[config.mk]
export PLATFORM = sky130hd
export DESIGN_NAME = stl_top
export DESIGN_NICKNAME = d
export VERILOG_FILES = /design/src/hdl/stl_pkg.sv /design/src/hdl/stl_rise_det.sv /design/src/hdl/stl_test_decode.sv /design/src/hdl/stl_top.sv
export SDC_FILE = /design/constraint.sdc
export NUM_CORES = 1
export LEC_CHECK = 0
export BUFFER_PORTS_ARGS = -buffer_cell sky130_fd_sc_hd__clkbuf_2
export CORE_MARGIN = 8
export CORE_UTILIZATION = 43
export CTS_BUF_LIST = sky130_fd_sc_hd__clkbuf_8
export CTS_CLUSTER_SIZE = 28
export DETAILED_ROUTE_END_ITERATION = 8
export PLACE_DENSITY = 0.81
export SKIP_CTS_REPAIR_TIMING = 1
export SLEW_MARGIN = 20
export SYNTH_ARGS = -nofsm -noshare
export SYNTH_HDL_FRONTEND = slang
export SYNTH_SLANG_ARGS = --single-unit
[constraint.sdc]
create_clock -name i_clock -period 3.15 [get_ports i_clock]
set_clock_uncertainty 0.15 [all_clocks]
set_input_delay 0.315 -clock i_clock [delete_from_list [all_inputs] [get_ports i_clock]]
set_output_delay 0.315 -clock i_clock [all_outputs]
set_load 0.005 [all_outputs]
[src/hdl/stl_pkg.sv]
// Constants and types for the strap latch and test mode select block
//
// How it works
// RULE1 - Each strap pin level is caught at the rising edge of power-good and picks the setup.
// RULE2 - The board holds a strap level for at least four PCI clocks before that edge.
// RULE3 - After capture the pins go back to normal use and the caught setup stays in force.
// RULE4 - The audio serial out strap caught high drives the processor speed straps to safe.
// RULE5 - The caught safe strap reads as bit 2 of the strap status word at D4h.
// RULE6 - Grant A caught low turns on boot-block swap, inverting address bit 16 on BIOS cycles.
// RULE7 - The swap state reads as bit 13 of the strap status word at D4h.
// RULE8 - While grant A was caught low software cannot clear swap until a boot without it.
// RULE9 - The hub compensation pin is sampled in PCI reset: high normal, low enhanced buffers.
// RULE10 - The speaker strap caught low stops the watchdog from rebooting the system.
// RULE11 - The caught no-reboot strap reads as bit 1 of the strap status word at D4h.
// RULE12 - With power-good high, PCI clocks with the RTC reset pin low are counted.
// RULE13 - Count below 4 none, 4 to 7 XOR chain 1 to 4, 8 all float, above 24 none.
// RULE14 - The tester never holds the RTC reset pin low for 9 to 24 PCI clocks.
// RULE15 - The tester starts the test pulse only after PCI reset is released.
// RULE16 - Caught straps sit in flops and stay fixed until the next power-good rise.
// RULE17 - The count is decoded when the RTC reset pin returns high.
package stl_pkg;
    // Register byte offsets
    localparam logic [7:0] STL_OFS_STRAP     = 8'hD4;
    localparam logic [7:0] STL_OFS_TEST      = 8'hD8;
    // Strap status word fields
    localparam int         STL_BIT_NO_REBOOT = 1;
    localparam int         STL_BIT_SAFE_MODE = 2;
    localparam int         STL_BIT_TOP_SWAP  = 13;
    // Test status word fields
    localparam int         STL_BIT_HUB_ENH   = 0;
    localparam int         STL_BIT_TEST_LSB  = 1;
    localparam int         STL_BIT_FLOAT     = 4;
    localparam int         STL_BIT_STRAP_PH  = 5;
    // Values after reset
    localparam logic       STL_RST_SAFE      = 1'b0;
    localparam logic       STL_RST_NO_REBOOT = 1'b0;
    localparam logic       STL_RST_SWAP      = 1'b0;
    localparam logic       STL_RST_HUB_ENH   = 1'b0;
    localparam logic       STL_RST_STRAP_PH  = 1'b1;
    // Strap setup time in PCI clocks
    localparam int         STL_STRAP_SETUP   = 4;
    // Test pulse counter
    localparam int         STL_CNT_W         = 5;
    localparam logic [4:0] STL_CNT_MAX       = 5'h1F;
    localparam logic [4:0] STL_CNT_XOR_MIN   = 5'h04;
    localparam logic [4:0] STL_CNT_XOR_MAX   = 5'h07;
    localparam logic [4:0] STL_CNT_ALLZ      = 5'h08;
    localparam logic [4:0] STL_CNT_RSV_MAX   = 5'h18;

    typedef enum logic [2:0] {
        STL_TM_NONE = 3'h0,
        STL_TM_XOR1 = 3'h1,
        STL_TM_XOR2 = 3'h2,
        STL_TM_XOR3 = 3'h3,
        STL_TM_XOR4 = 3'h4,
        STL_TM_ALLZ = 3'h5
    } stl_test_e;

    typedef enum logic [1:0] {
        STL_ST_IDLE  = 2'b01,
        STL_ST_COUNT = 2'b10
    } stl_dec_st_e;
endpackage : stl_pkg

[src/hdl/stl_rise_det.sv]
// Rising edge detector for a level sampled on the system clock
module stl_rise_det (
    input  wire logic i_clock,
    input  wire logic i_rst_b,
    input  wire logic i_level,
    output logic      o_rise
);
    import stl_pkg::*;

    logic level_r;

    // Previous sample; inputs are already synchronous
    always_ff @(posedge i_clock or negedge i_rst_b) begin
        if (!i_rst_b) begin
            level_r <= 1'b0;
        end else begin
            level_r <= i_level;
        end
    end

    // High for one cycle on each low to high step
    assign o_rise = i_level & ~level_r;

endmodule : stl_rise_det

[src/hdl/stl_test_decode.sv]
// Test mode pulse counter and decoder on the RTC well reset pin
module stl_test_decode (
    input  wire logic        i_clock,
    input  wire logic        i_rst_b,
    input  wire logic        i_pci_tick,
    input  wire logic        i_power_good,
    input  wire logic        i_pci_reset_b,
    input  wire logic        i_rtc_low,
    output stl_pkg::stl_test_e o_mode,
    output logic             o_float
);
    import stl_pkg::*;

    stl_dec_st_e          st_r;
    logic [STL_CNT_W-1:0] cnt_r;
    logic                 release_w;

    assign release_w = (st_r == STL_ST_COUNT) && !i_rtc_low && i_power_good;

    // Count PCI clocks while the pin is held low
    always_ff @(posedge i_clock or negedge i_rst_b) begin
        if (!i_rst_b) begin
            st_r  <= STL_ST_IDLE;
            cnt_r <= '0;
        end else if (!i_power_good) begin
            st_r  <= STL_ST_IDLE;
            cnt_r <= '0;
        end else begin
            unique case (st_r)
                STL_ST_IDLE: begin
                    cnt_r <= '0;
                    if (i_rtc_low && i_pci_reset_b) begin // [RULE15]
                        st_r <= STL_ST_COUNT;
                    end
                end
                STL_ST_COUNT: begin
                    if (!i_rtc_low) begin
                        st_r <= STL_ST_IDLE;
                    end else if (i_pci_tick && cnt_r != STL_CNT_MAX) begin
                        cnt_r <= cnt_r + 5'h01; // Saturates at 31 [RULE12]
                    end
                end
            endcase
        end
    end

    // Decode only on release, so long pulses fall to no test
    always_ff @(posedge i_clock or negedge i_rst_b) begin
        if (!i_rst_b) begin
            o_mode  <= STL_TM_NONE;
            o_float <= 1'b0;
        end else if (!i_power_good) begin
            o_mode  <= STL_TM_NONE;
            o_float <= 1'b0;
        end else if (release_w) begin // [RULE17]
            o_float <= (cnt_r == STL_CNT_ALLZ);
            if (cnt_r >= STL_CNT_XOR_MIN && cnt_r <= STL_CNT_XOR_MAX) begin // [RULE13]
                o_mode <= stl_test_e'(cnt_r[2:0] - 3'h3);
            end else if (cnt_r == STL_CNT_ALLZ) begin
                o_mode <= STL_TM_ALLZ;
            end else begin
                o_mode <= STL_TM_NONE; // Reserved counts land here too [RULE14]
            end
        end
    end

    a_count_step: assert property (@(posedge i_clock) disable iff (!i_rst_b) // [RULE12]
        st_r == STL_ST_COUNT && i_rtc_low && i_power_good && i_pci_tick
        && cnt_r < STL_CNT_MAX |=> cnt_r == $past(cnt_r) + 5'h01)
        else $error("test pulse count did not step");

    a_xor_decode: assert property (@(posedge i_clock) disable iff (!i_rst_b) // [RULE13]
        release_w && cnt_r == 5'h04 |=> o_mode == STL_TM_XOR1 && !o_float)
        else $error("count of four did not select xor chain one");

    a_long_none: assert property (@(posedge i_clock) disable iff (!i_rst_b) // [RULE17]
        release_w && (cnt_r < 5'h04 || cnt_r > 5'h18) |=> o_mode == STL_TM_NONE)
        else $error("short or long pulse selected a test");

    a_float_eight: assert property (@(posedge i_clock) disable iff (!i_rst_b) // [RULE13]
        release_w && cnt_r == 5'h08 |=> o_float && o_mode == STL_TM_ALLZ)
        else $error("count of eight did not float outputs");

endmodule : stl_test_decode

[src/hdl/stl_top.sv]
// Strap latch, strap status registers and test mode select top level
//
// The APB interface to the registers and the test status word at D8h are this design's own decisions.
module stl_top (
    input  wire logic        i_clock,
    input  wire logic        i_rst_b,

    // APB slave
    input  wire logic        i_psel,
    input  wire logic        i_penable,
    input  wire logic        i_pwrite,
    input  wire logic [7:0]  i_paddr,
    input  wire logic [31:0] i_pwdata,
    output logic [31:0]      o_prdata,
    output logic             o_pready,
    output logic             o_pslverr,

    // Strap and qualifier pins
    input  wire logic        i_power_good_input,
    input  wire logic        i_pci_clock,
    input  wire logic        i_pci_reset_output_b,
    input  wire logic        i_audio_link_serial_out,
    input  wire logic        i_grant_a_b,
    input  wire logic        i_speaker_output_pin,
    input  wire logic        i_hub_buffer_compensation_pin,
    input  wire logic        i_rtc_well_reset_pin_b,

    // Functions steered by the straps
    input  wire logic        i_bios_cycle,
    input  wire logic        i_address_bit_sixteen,
    output logic             o_address_bit_sixteen,
    input  wire logic        i_watchdog_expire,
    output logic             o_system_reboot,
    output logic             o_cpu_speed_safe,
    output logic             o_top_swap,
    output logic             o_hub_enhanced_mode,
    output logic             o_strap_phase,
    output stl_pkg::stl_test_e o_test_mode,
    output logic             o_outputs_float
);
    import stl_pkg::*;

    logic        pg_rise;
    logic        pci_tick;

    logic        safe_r;
    logic        no_reboot_r;
    logic        swap_strap_r;
    logic        top_swap_r;
    logic        hub_enh_r;
    logic        strap_ph_r;

    logic        setup_w;
    logic        access_w;
    logic        wr_strap_w;
    logic        mapped_w;
    logic [31:0] rd_word;

    // Power-good edge starts each capture
    stl_rise_det u_pg_rise (
        .i_clock (i_clock),
        .i_rst_b (i_rst_b),
        .i_level (i_power_good_input),
        .o_rise  (pg_rise)
    );

    // PCI clock is sampled as a plain input; 200 MHz oversamples it
    stl_rise_det u_pci_tick (
        .i_clock (i_clock),
        .i_rst_b (i_rst_b),
        .i_level (i_pci_clock),
        .o_rise  (pci_tick)
    );

    // Test pulse decoder on the RTC well reset pin
    stl_test_decode u_test (
        .i_clock      (i_clock),
        .i_rst_b      (i_rst_b),
        .i_pci_tick   (pci_tick),
        .i_power_good (i_power_good_input),
        .i_pci_reset_b(i_pci_reset_output_b),
        .i_rtc_low    (~i_rtc_well_reset_pin_b),
        .o_mode       (o_test_mode),
        .o_float      (o_outputs_float)
    );

    // Strap role lasts until capture and resumes when power-good drops
    always_ff @(posedge i_clock or negedge i_rst_b) begin
        if (!i_rst_b) begin
            strap_ph_r <= STL_RST_STRAP_PH;
        end else if (pg_rise) begin
            strap_ph_r <= 1'b0; // Pins back to normal use [RULE3]
        end else if (!i_power_good_input) begin
            strap_ph_r <= 1'b1;
        end
    end

    assign o_strap_phase = strap_ph_r;

    // Safe mode and no-reboot straps, caught only at the edge
    always_ff @(posedge i_clock or negedge i_rst_b) begin
        if (!i_rst_b) begin
            safe_r      <= STL_RST_SAFE;
            no_reboot_r <= STL_RST_NO_REBOOT;
        end else if (pg_rise) begin // [RULE1] [RULE16]
            safe_r      <= i_audio_link_serial_out; // Pulled down, high means safe [RULE4]
            no_reboot_r <= ~i_speaker_output_pin; // Pulled up, low means no reboot [RULE10]
        end
    end

    // Speed straps follow the caught safe bit directly
    assign o_cpu_speed_safe = safe_r; // [RULE4]

    // Grant A strap; the caught level also locks the swap bit
    always_ff @(posedge i_clock or negedge i_rst_b) begin
        if (!i_rst_b) begin
            swap_strap_r <= STL_RST_SWAP;
        end else if (pg_rise) begin
            swap_strap_r <= ~i_grant_a_b; // [RULE1] [RULE6]
        end
    end

    // Swap bit: set by the strap, software may set it freely
    always_ff @(posedge i_clock or negedge i_rst_b) begin
        if (!i_rst_b) begin
            top_swap_r <= STL_RST_SWAP;
        end else if (pg_rise) begin
            top_swap_r <= ~i_grant_a_b; // [RULE6]
        end else if (wr_strap_w) begin
            // A pulled-down strap wins over a clearing write [RULE8]
            top_swap_r <= i_pwdata[STL_BIT_TOP_SWAP] | swap_strap_r;
        end
    end

    assign o_top_swap = top_swap_r;

    // Address bit 16 inverted on BIOS cycles while the swap bit is set; one cycle of latency
    always_ff @(posedge i_clock or negedge i_rst_b) begin
        if (!i_rst_b) begin
            o_address_bit_sixteen <= 1'b0;
        end else begin
            o_address_bit_sixteen <= i_address_bit_sixteen ^ (i_bios_cycle & top_swap_r); // [RULE6]
        end
    end

    // Watchdog expiry reboots unless the strap forbids it
    always_ff @(posedge i_clock or negedge i_rst_b) begin
        if (!i_rst_b) begin
            o_system_reboot <= 1'b0;
        end else begin
            o_system_reboot <= i_watchdog_expire & ~no_reboot_r; // [RULE10]
        end
    end

    // Hub buffer mode tracks the pin while PCI reset is held
    always_ff @(posedge i_clock or negedge i_rst_b) begin
        if (!i_rst_b) begin
            hub_enh_r <= STL_RST_HUB_ENH;
        end else if (!i_pci_reset_output_b) begin
            hub_enh_r <= ~i_hub_buffer_compensation_pin; // Low selects enhanced [RULE9]
        end
    end

    assign o_hub_enhanced_mode = hub_enh_r;

    // APB phase decode
    assign setup_w    = i_psel & ~i_penable;
    assign access_w   = i_psel & i_penable & o_pready;
    assign wr_strap_w = access_w & i_pwrite & (i_paddr == STL_OFS_STRAP);
    assign mapped_w   = (i_paddr == STL_OFS_STRAP) || (i_paddr == STL_OFS_TEST);

    // Read word; reserved bits read as zero
    always_comb begin
        rd_word = '0;
        unique case (i_paddr)
            STL_OFS_STRAP: begin
                rd_word[STL_BIT_NO_REBOOT] = no_reboot_r; // [RULE11]
                rd_word[STL_BIT_SAFE_MODE] = safe_r; // [RULE5]
                rd_word[STL_BIT_TOP_SWAP]  = top_swap_r; // [RULE7]
            end
            STL_OFS_TEST: begin
                rd_word[STL_BIT_HUB_ENH]                     = hub_enh_r;
                rd_word[STL_BIT_TEST_LSB+2:STL_BIT_TEST_LSB] = o_test_mode;
                rd_word[STL_BIT_FLOAT]                       = o_outputs_float;
                rd_word[STL_BIT_STRAP_PH]                    = strap_ph_r;
            end
            default: begin
                rd_word = '0;
            end
        endcase
    end

    // One wait-free access: answer in the cycle after setup
    always_ff @(posedge i_clock or negedge i_rst_b) begin
        if (!i_rst_b) begin
            o_pready  <= 1'b0;
            o_pslverr <= 1'b0;
            o_prdata  <= '0;
        end else begin
            o_pready  <= setup_w;
            o_pslverr <= setup_w & ~mapped_w;
            if (setup_w) begin
                // Data loaded at setup so it is stable through access
                o_prdata <= i_pwrite ? 32'h0000_0000 : rd_word;
            end
        end
    end

    a_safe_capture: assert property (@(posedge i_clock) disable iff (!i_rst_b) // [RULE1]
        pg_rise |=> safe_r == $past(i_audio_link_serial_out)
        && no_reboot_r == !$past(i_speaker_output_pin))
        else $error("straps not caught at power-good rise");

    a_straps_hold: assert property (@(posedge i_clock) disable iff (!i_rst_b) // [RULE16]
        !pg_rise |=> $stable(safe_r) && $stable(no_reboot_r) && $stable(swap_strap_r))
        else $error("caught strap changed without a power-good rise");

    a_phase_ends: assert property (@(posedge i_clock) disable iff (!i_rst_b) // [RULE3]
        pg_rise ##1 i_power_good_input |-> !o_strap_phase)
        else $error("pins still in strap role after capture");

    a_safe_speed: assert property (@(posedge i_clock) disable iff (!i_rst_b) // [RULE4]
        pg_rise && i_audio_link_serial_out |=> o_cpu_speed_safe)
        else $error("safe strap high did not select safe speed");

    a_swap_invert: assert property (@(posedge i_clock) disable iff (!i_rst_b) // [RULE6]
        i_bios_cycle && top_swap_r |=>
        o_address_bit_sixteen == !$past(i_address_bit_sixteen))
        else $error("address bit 16 not inverted in swap mode");

    a_plain_addr: assert property (@(posedge i_clock) disable iff (!i_rst_b) // [RULE6]
        !(i_bios_cycle && top_swap_r) |=>
        o_address_bit_sixteen == $past(i_address_bit_sixteen))
        else $error("address bit 16 changed outside swap");

    a_swap_locked: assert property (@(posedge i_clock) disable iff (!i_rst_b) // [RULE8]
        swap_strap_r && top_swap_r && !pg_rise |=> top_swap_r)
        else $error("swap bit cleared while strap held it");

    a_swap_clear: assert property (@(posedge i_clock) disable iff (!i_rst_b) // [RULE8]
        wr_strap_w && !swap_strap_r && !pg_rise |=>
        top_swap_r == $past(i_pwdata[STL_BIT_TOP_SWAP]))
        else $error("swap bit ignored a permitted write");

    a_hub_sample: assert property (@(posedge i_clock) disable iff (!i_rst_b) // [RULE9]
        !i_pci_reset_output_b |=> hub_enh_r == !$past(i_hub_buffer_compensation_pin))
        else $error("hub buffer mode not sampled in reset");

    a_no_reboot: assert property (@(posedge i_clock) disable iff (!i_rst_b) // [RULE10]
        i_watchdog_expire |=> o_system_reboot == !$past(no_reboot_r))
        else $error("watchdog reboot not gated by strap");

    a_status_read: assert property (@(posedge i_clock) // [RULE5] [RULE7] [RULE11]
        disable iff (!i_rst_b)
        access_w && !i_pwrite && i_paddr == STL_OFS_STRAP |->
        o_prdata[STL_BIT_SAFE_MODE] == $past(safe_r)
        && o_prdata[STL_BIT_NO_REBOOT] == $past(no_reboot_r)
        && o_prdata[STL_BIT_TOP_SWAP] == $past(top_swap_r))
        else $error("strap status word read wrong");

    a_apb_answer: assert property (@(posedge i_clock) disable iff (!i_rst_b)
        setup_w |=> o_pready ##1 !o_pready || setup_w)
        else $error("apb answer not one cycle after setup");

endmodule : stl_top

==> out/qor.txt <==
PLACEMENT
----------------------------------------------------------------------------------
Area of placed instances                                              0.00170 mm^2
Port buffer count                                                               43
DP Wirelength                                                              2630 um
Gpl congestion                                                               0.762

DIE
----------------------------------------------------------------------------------
Starting utilization of the core area                                        0.453
Top-level port count                                                           100
DIE AREA                                                              0.00574 mm^2
# rows                                                                          21
Die W                                                                      75.8 um
Area of the core region                                               0.00339 mm^2
Height of the chip                                                         75.8 um

STA
----------------------------------------------------------------------------------
Min Clock Period, post-route                                               2.39 ns
Final hold violations                                                            0
Period Utilization, post-route                                               0.759
Setup repair after global routing missed its margin                             no
Maximum operating frequency                                                419 MHz
Worst Hold Margin                                                        0.0130 ns
Max-Slew Margin vs Limit                                                     0.530
Setup TNS                                                                     0 ns
Setup violation total in the final timing report                                 0
Transition time at the pin with the least slew margin                     0.705 ns
Number of max-slew violations in the final report                                0

GLOBAL ROUTING
----------------------------------------------------------------------------------
Vias in the first global route                                                1135
GRT Residual Overflow                                                            0
Global-route usage over all layers                                           0.119
Initial antenna violation count                                                  0
Global-route wire length before repair                                     5000 um
Largest net degree at the start of global routing                               31

CRITICAL PATH
----------------------------------------------------------------------------------
Slowest-stage cell, CP                                                      or4b_1
Startpoint type of the worst setup path                                   register
Reg2Reg Setup Slack                                                        0.76 ns
R2r worst-path depth                                                             6
Start point of the critical path                                      u_test.cnt_r[0]
Kind of cell adding the most delay to the critical path               simple AND/OR/NAND/NOR gates
Max Fanout on Critical Path                                                      7
CP dominant cell by count                                                     ha_1
Crit path largest cell delay                                               0.59 ns
Critical R2R Capture                                                  u_test.cnt_r[3]
Critical path data arrival time                                            2.44 ns
Critical path capture point type                                          register
Required time worst endpoint                                               3.20 ns
Critical path buffer and inverter count                                          0
CP Class                                                              register to register
Source of the worst register-to-register timing path                  u_test.cnt_r[0]
Cell-by-cell trace of the critical path                               ha_1 > and3_1 > ha_1 > or4b_1 > or3_1 > a21oi_1

CELLS AND AREA
----------------------------------------------------------------------------------
Count of filler cells inserted in the layout                                   319
Diodes inserted                                                                  0
Share of final-layout standard cells stronger than drive strength 1          0.282
Number of nets in the layout                                                   260
Layout Cell Area excl Fill                                            0.00185 mm^2
Syn-to-layout area delta                                                     20.5%

RUN STATUS
----------------------------------------------------------------------------------
Outcome                                                               complete, no violations

DETAILED ROUTING
----------------------------------------------------------------------------------
DRC errors left                                                                  0
Remaining antenna violation count after routing                                  0
Post-DR wirelength/cell                                                    13.2 um
TritonRoute pass-1 iters                                                         4
Detailed-route wire length                                                 3280 um
Vias after detailed routing                                                   1165
Vias per Instance                                                             4.70
Violation count after the first detailed-routing iteration                      31

SYNTHESIS
----------------------------------------------------------------------------------
Count of yosys warnings during synthesis                                         0
Sequential element share of the synthesized area                             0.490
Flops & latches, synth                                                          30
Mapped Area                                                           0.00154 mm^2
Synth unique cells                                                              40
Cell count after synthesis                                                     154
Average size of a mapped cell                                            9.98 um^2

MIN PATH
----------------------------------------------------------------------------------
Hold Path Class                                                       input pin to register
Number of cells on the worst hold path                                           1
Hold Path Sink                                                        u_pci_tick.level_r
Hold Path Origin                                                       i_pci_clock

POWER AND IR DROP
----------------------------------------------------------------------------------
Worst ir drop on vdd                                                    0.000299 V
Pwr Total                                                               0.000975 W
Pwr Density                                                            527 mW/mm^2
Leakage                                                                   0.922 nW

CTS
----------------------------------------------------------------------------------
Cts bufs inserted                                                                5
Clock sink total                                                                30
Cell at the root of the clock tree                                        clkbuf_8
Clock tree from TritonCTS                                                     done
Number of levels the H-tree was split into                                       2
Max Root-Sink Buffers                                                            2
Worst-skew pair later-pin latency                                          0.28 ns
CTS clock-pin slew for the worst setup and hold paths                      0.06 ns

RUN
----------------------------------------------------------------------------------
Number of maximum-capacitance constraint violations                              0

## power by group
| group | total [W] | internal (W) | leakage [nW] | switching, W |
|---|---|---|---|---|
| registers | 0.000416 | 0.000404 | 0.392 | 0.0000116 |
| logic | 0.0000797 | 0.0000351 | 0.459 | 0.0000446 |
| clock network | 0.000479 | 0.000337 | 0.0714 | 0.000142 |
| total | 0.000975 | 0.000777 | 0.922 | 0.000199 |
## synthesized netlist by cell type
| cell | number | area share |
|---|---|---|
| dfrtp_1 | 28 | 0.46 |
| buf_4 | 25 | 0.12 |
| nand2_1 | 25 | 0.061 |
| o21ai_0 | 10 | 0.033 |
| a21oi_1 | 5 | 0.016 |
| inv_1 | 5 | 0.012 |
| nand3b_1 | 5 | 0.024 |
| nor2b_1 | 4 | 0.016 |
| a21boi_0 | 3 | 0.015 |
| ha_1 | 3 | 0.024 |
| or3_1 | 3 | 0.012 |
| a211o_1 | 2 | 0.011 |
| a22oi_1 | 2 | 0.0098 |
| clkbuf_1 | 2 | 0.0049 |
| dfstp_2 | 2 | 0.034 |
| nand2b_1 | 2 | 0.0081 |
| nand3_1 | 2 | 0.0065 |
| nor2_1 | 2 | 0.0049 |
| nor4b_1 | 2 | 0.011 |
| o31ai_1 | 2 | 0.0098 |
| a21o_1 | 1 | 0.0049 |
| a31o_2 | 1 | 0.0057 |
| a31oi_1 | 1 | 0.0041 |
| a41o_1 | 1 | 0.0065 |
| and3_1 | 1 | 0.0041 |
| and4_1 | 1 | 0.0057 |
| and4b_1 | 1 | 0.0065 |
| buf_2 | 1 | 0.0033 |
| conb_1 | 1 | 0.0024 |
| mux2_2 | 1 | 0.0073 |
| mux2i_1 | 1 | 0.0065 |
| nand4_1 | 1 | 0.0041 |
| nand4b_1 | 1 | 0.0057 |
| nor4bb_1 | 1 | 0.0065 |
| o211a_1 | 1 | 0.0065 |
| o211ai_1 | 1 | 0.0049 |
| or2_2 | 1 | 0.0041 |
| or3b_2 | 1 | 0.0057 |
| or4b_1 | 1 | 0.0065 |
| xnor2_1 | 1 | 0.0057 |
## cells in the final DEF (no fill, tap or decap), drive strengths merged, types with 2 or more instances in the layout
| cell type | netlist | layout |
|---|---|---|
| clkbuf | 2 | 49 |
| dfrtp | 28 | 28 |
| nand2 | 25 | 25 |
| conb | 1 | 25 |
| o21ai | 10 | 10 |
| inv | 5 | 5 |
| nand3b | 5 | 5 |
| a21oi | 5 | 5 |
| nor2b | 4 | 4 |
| or3 | 3 | 3 |
| a21boi | 3 | 3 |
| ha | 3 | 3 |
| nand2b | 2 | 2 |
| nor2 | 2 | 2 |
| nor4b | 2 | 2 |
| a22oi | 2 | 2 |
| o31ai | 2 | 2 |
| nand3 | 2 | 2 |
| a211o | 2 | 2 |
| bufinv | 0 | 2 |
| dfstp | 2 | 2 |
## kinds of logic (layout without fill, tap and decap cells)
family                   Yosys count  after routing  synth area share
buffers and inverters             33             57             0.143
AND/OR/NAND/NOR                   54             54             0.194
XOR/XNOR                           1              1           0.00570
multiplexers                       2              2            0.0138
other                              1             25           0.00244
adder cells (fa/ha/maj)            3              3            0.0244
flip-flops                        30             30             0.490
AO/OA/AOI/OAI                     30             30             0.127
## worst max-delay path by stage
stage	cells past startpoint	end	slack [ns]
3_3_place_gp	6	u_test.cnt_r[3]	0.80
6_report	6	u_test.cnt_r[3]	0.76
5_1_grt	6	u_test.cnt_r[3]	0.63
4_1_cts	6	u_test.cnt_r[3]	0.76
3_5_place_dp	6	u_test.cnt_r[3]	0.76
2_1_floorplan	7	u_test.cnt_r[3]	0.89
## metal layers
metal,wire [um],vias to the layer above,global-route usage
met4,99,0,0.102
li1,-,572,-
met5,0,-,0
met1,1240,548,0.123
met2,1680,38,0.195
met3,254,7,0.0316
## sequential cells by signal, summed over array words and instances, names as in the netlist, 2 cells and up
name and flops:
o_prdata 7, u_test.cnt_r 5, u_test.o_mode 3, u_test.st_r 2
## metrics by stage
step | instances | util | setup slack, ns
5_1_grt | 248 | 0.546 | 0.634
6_report | 248 | 0.546 | 0.761
4_1_cts | 247 | 0.543 | 0.762
3_3_place_gp | 239 | 0.501 | 0.802
3_5_place_dp | 239 | 0.501 | 0.764
2_1_floorplan | 178 | - | 0.889
## cell type report
type	instances	area [um^2]	area share
repair buffers	44	225	0.122
clock inverters	2	60.1	0.0324
well taps	46	57.6	0.0311
multi-input cells	115	654	0.353
inverters	5	18.8	0.0101
flip-flops and latches	30	753	0.407
clock buffers	6	82.6	0.0446
## worst reg2reg max path, stage by stage, from the launching register on
cell	delay [ns]
dfrtp_1	0.41
ha_1	0.24
and3_1	0.19
ha_1	0.21
or4b_1	0.59
or3_1	0.38
a21oi_1	0.14
No activity file was read; power rests on OpenSTA's default activity.
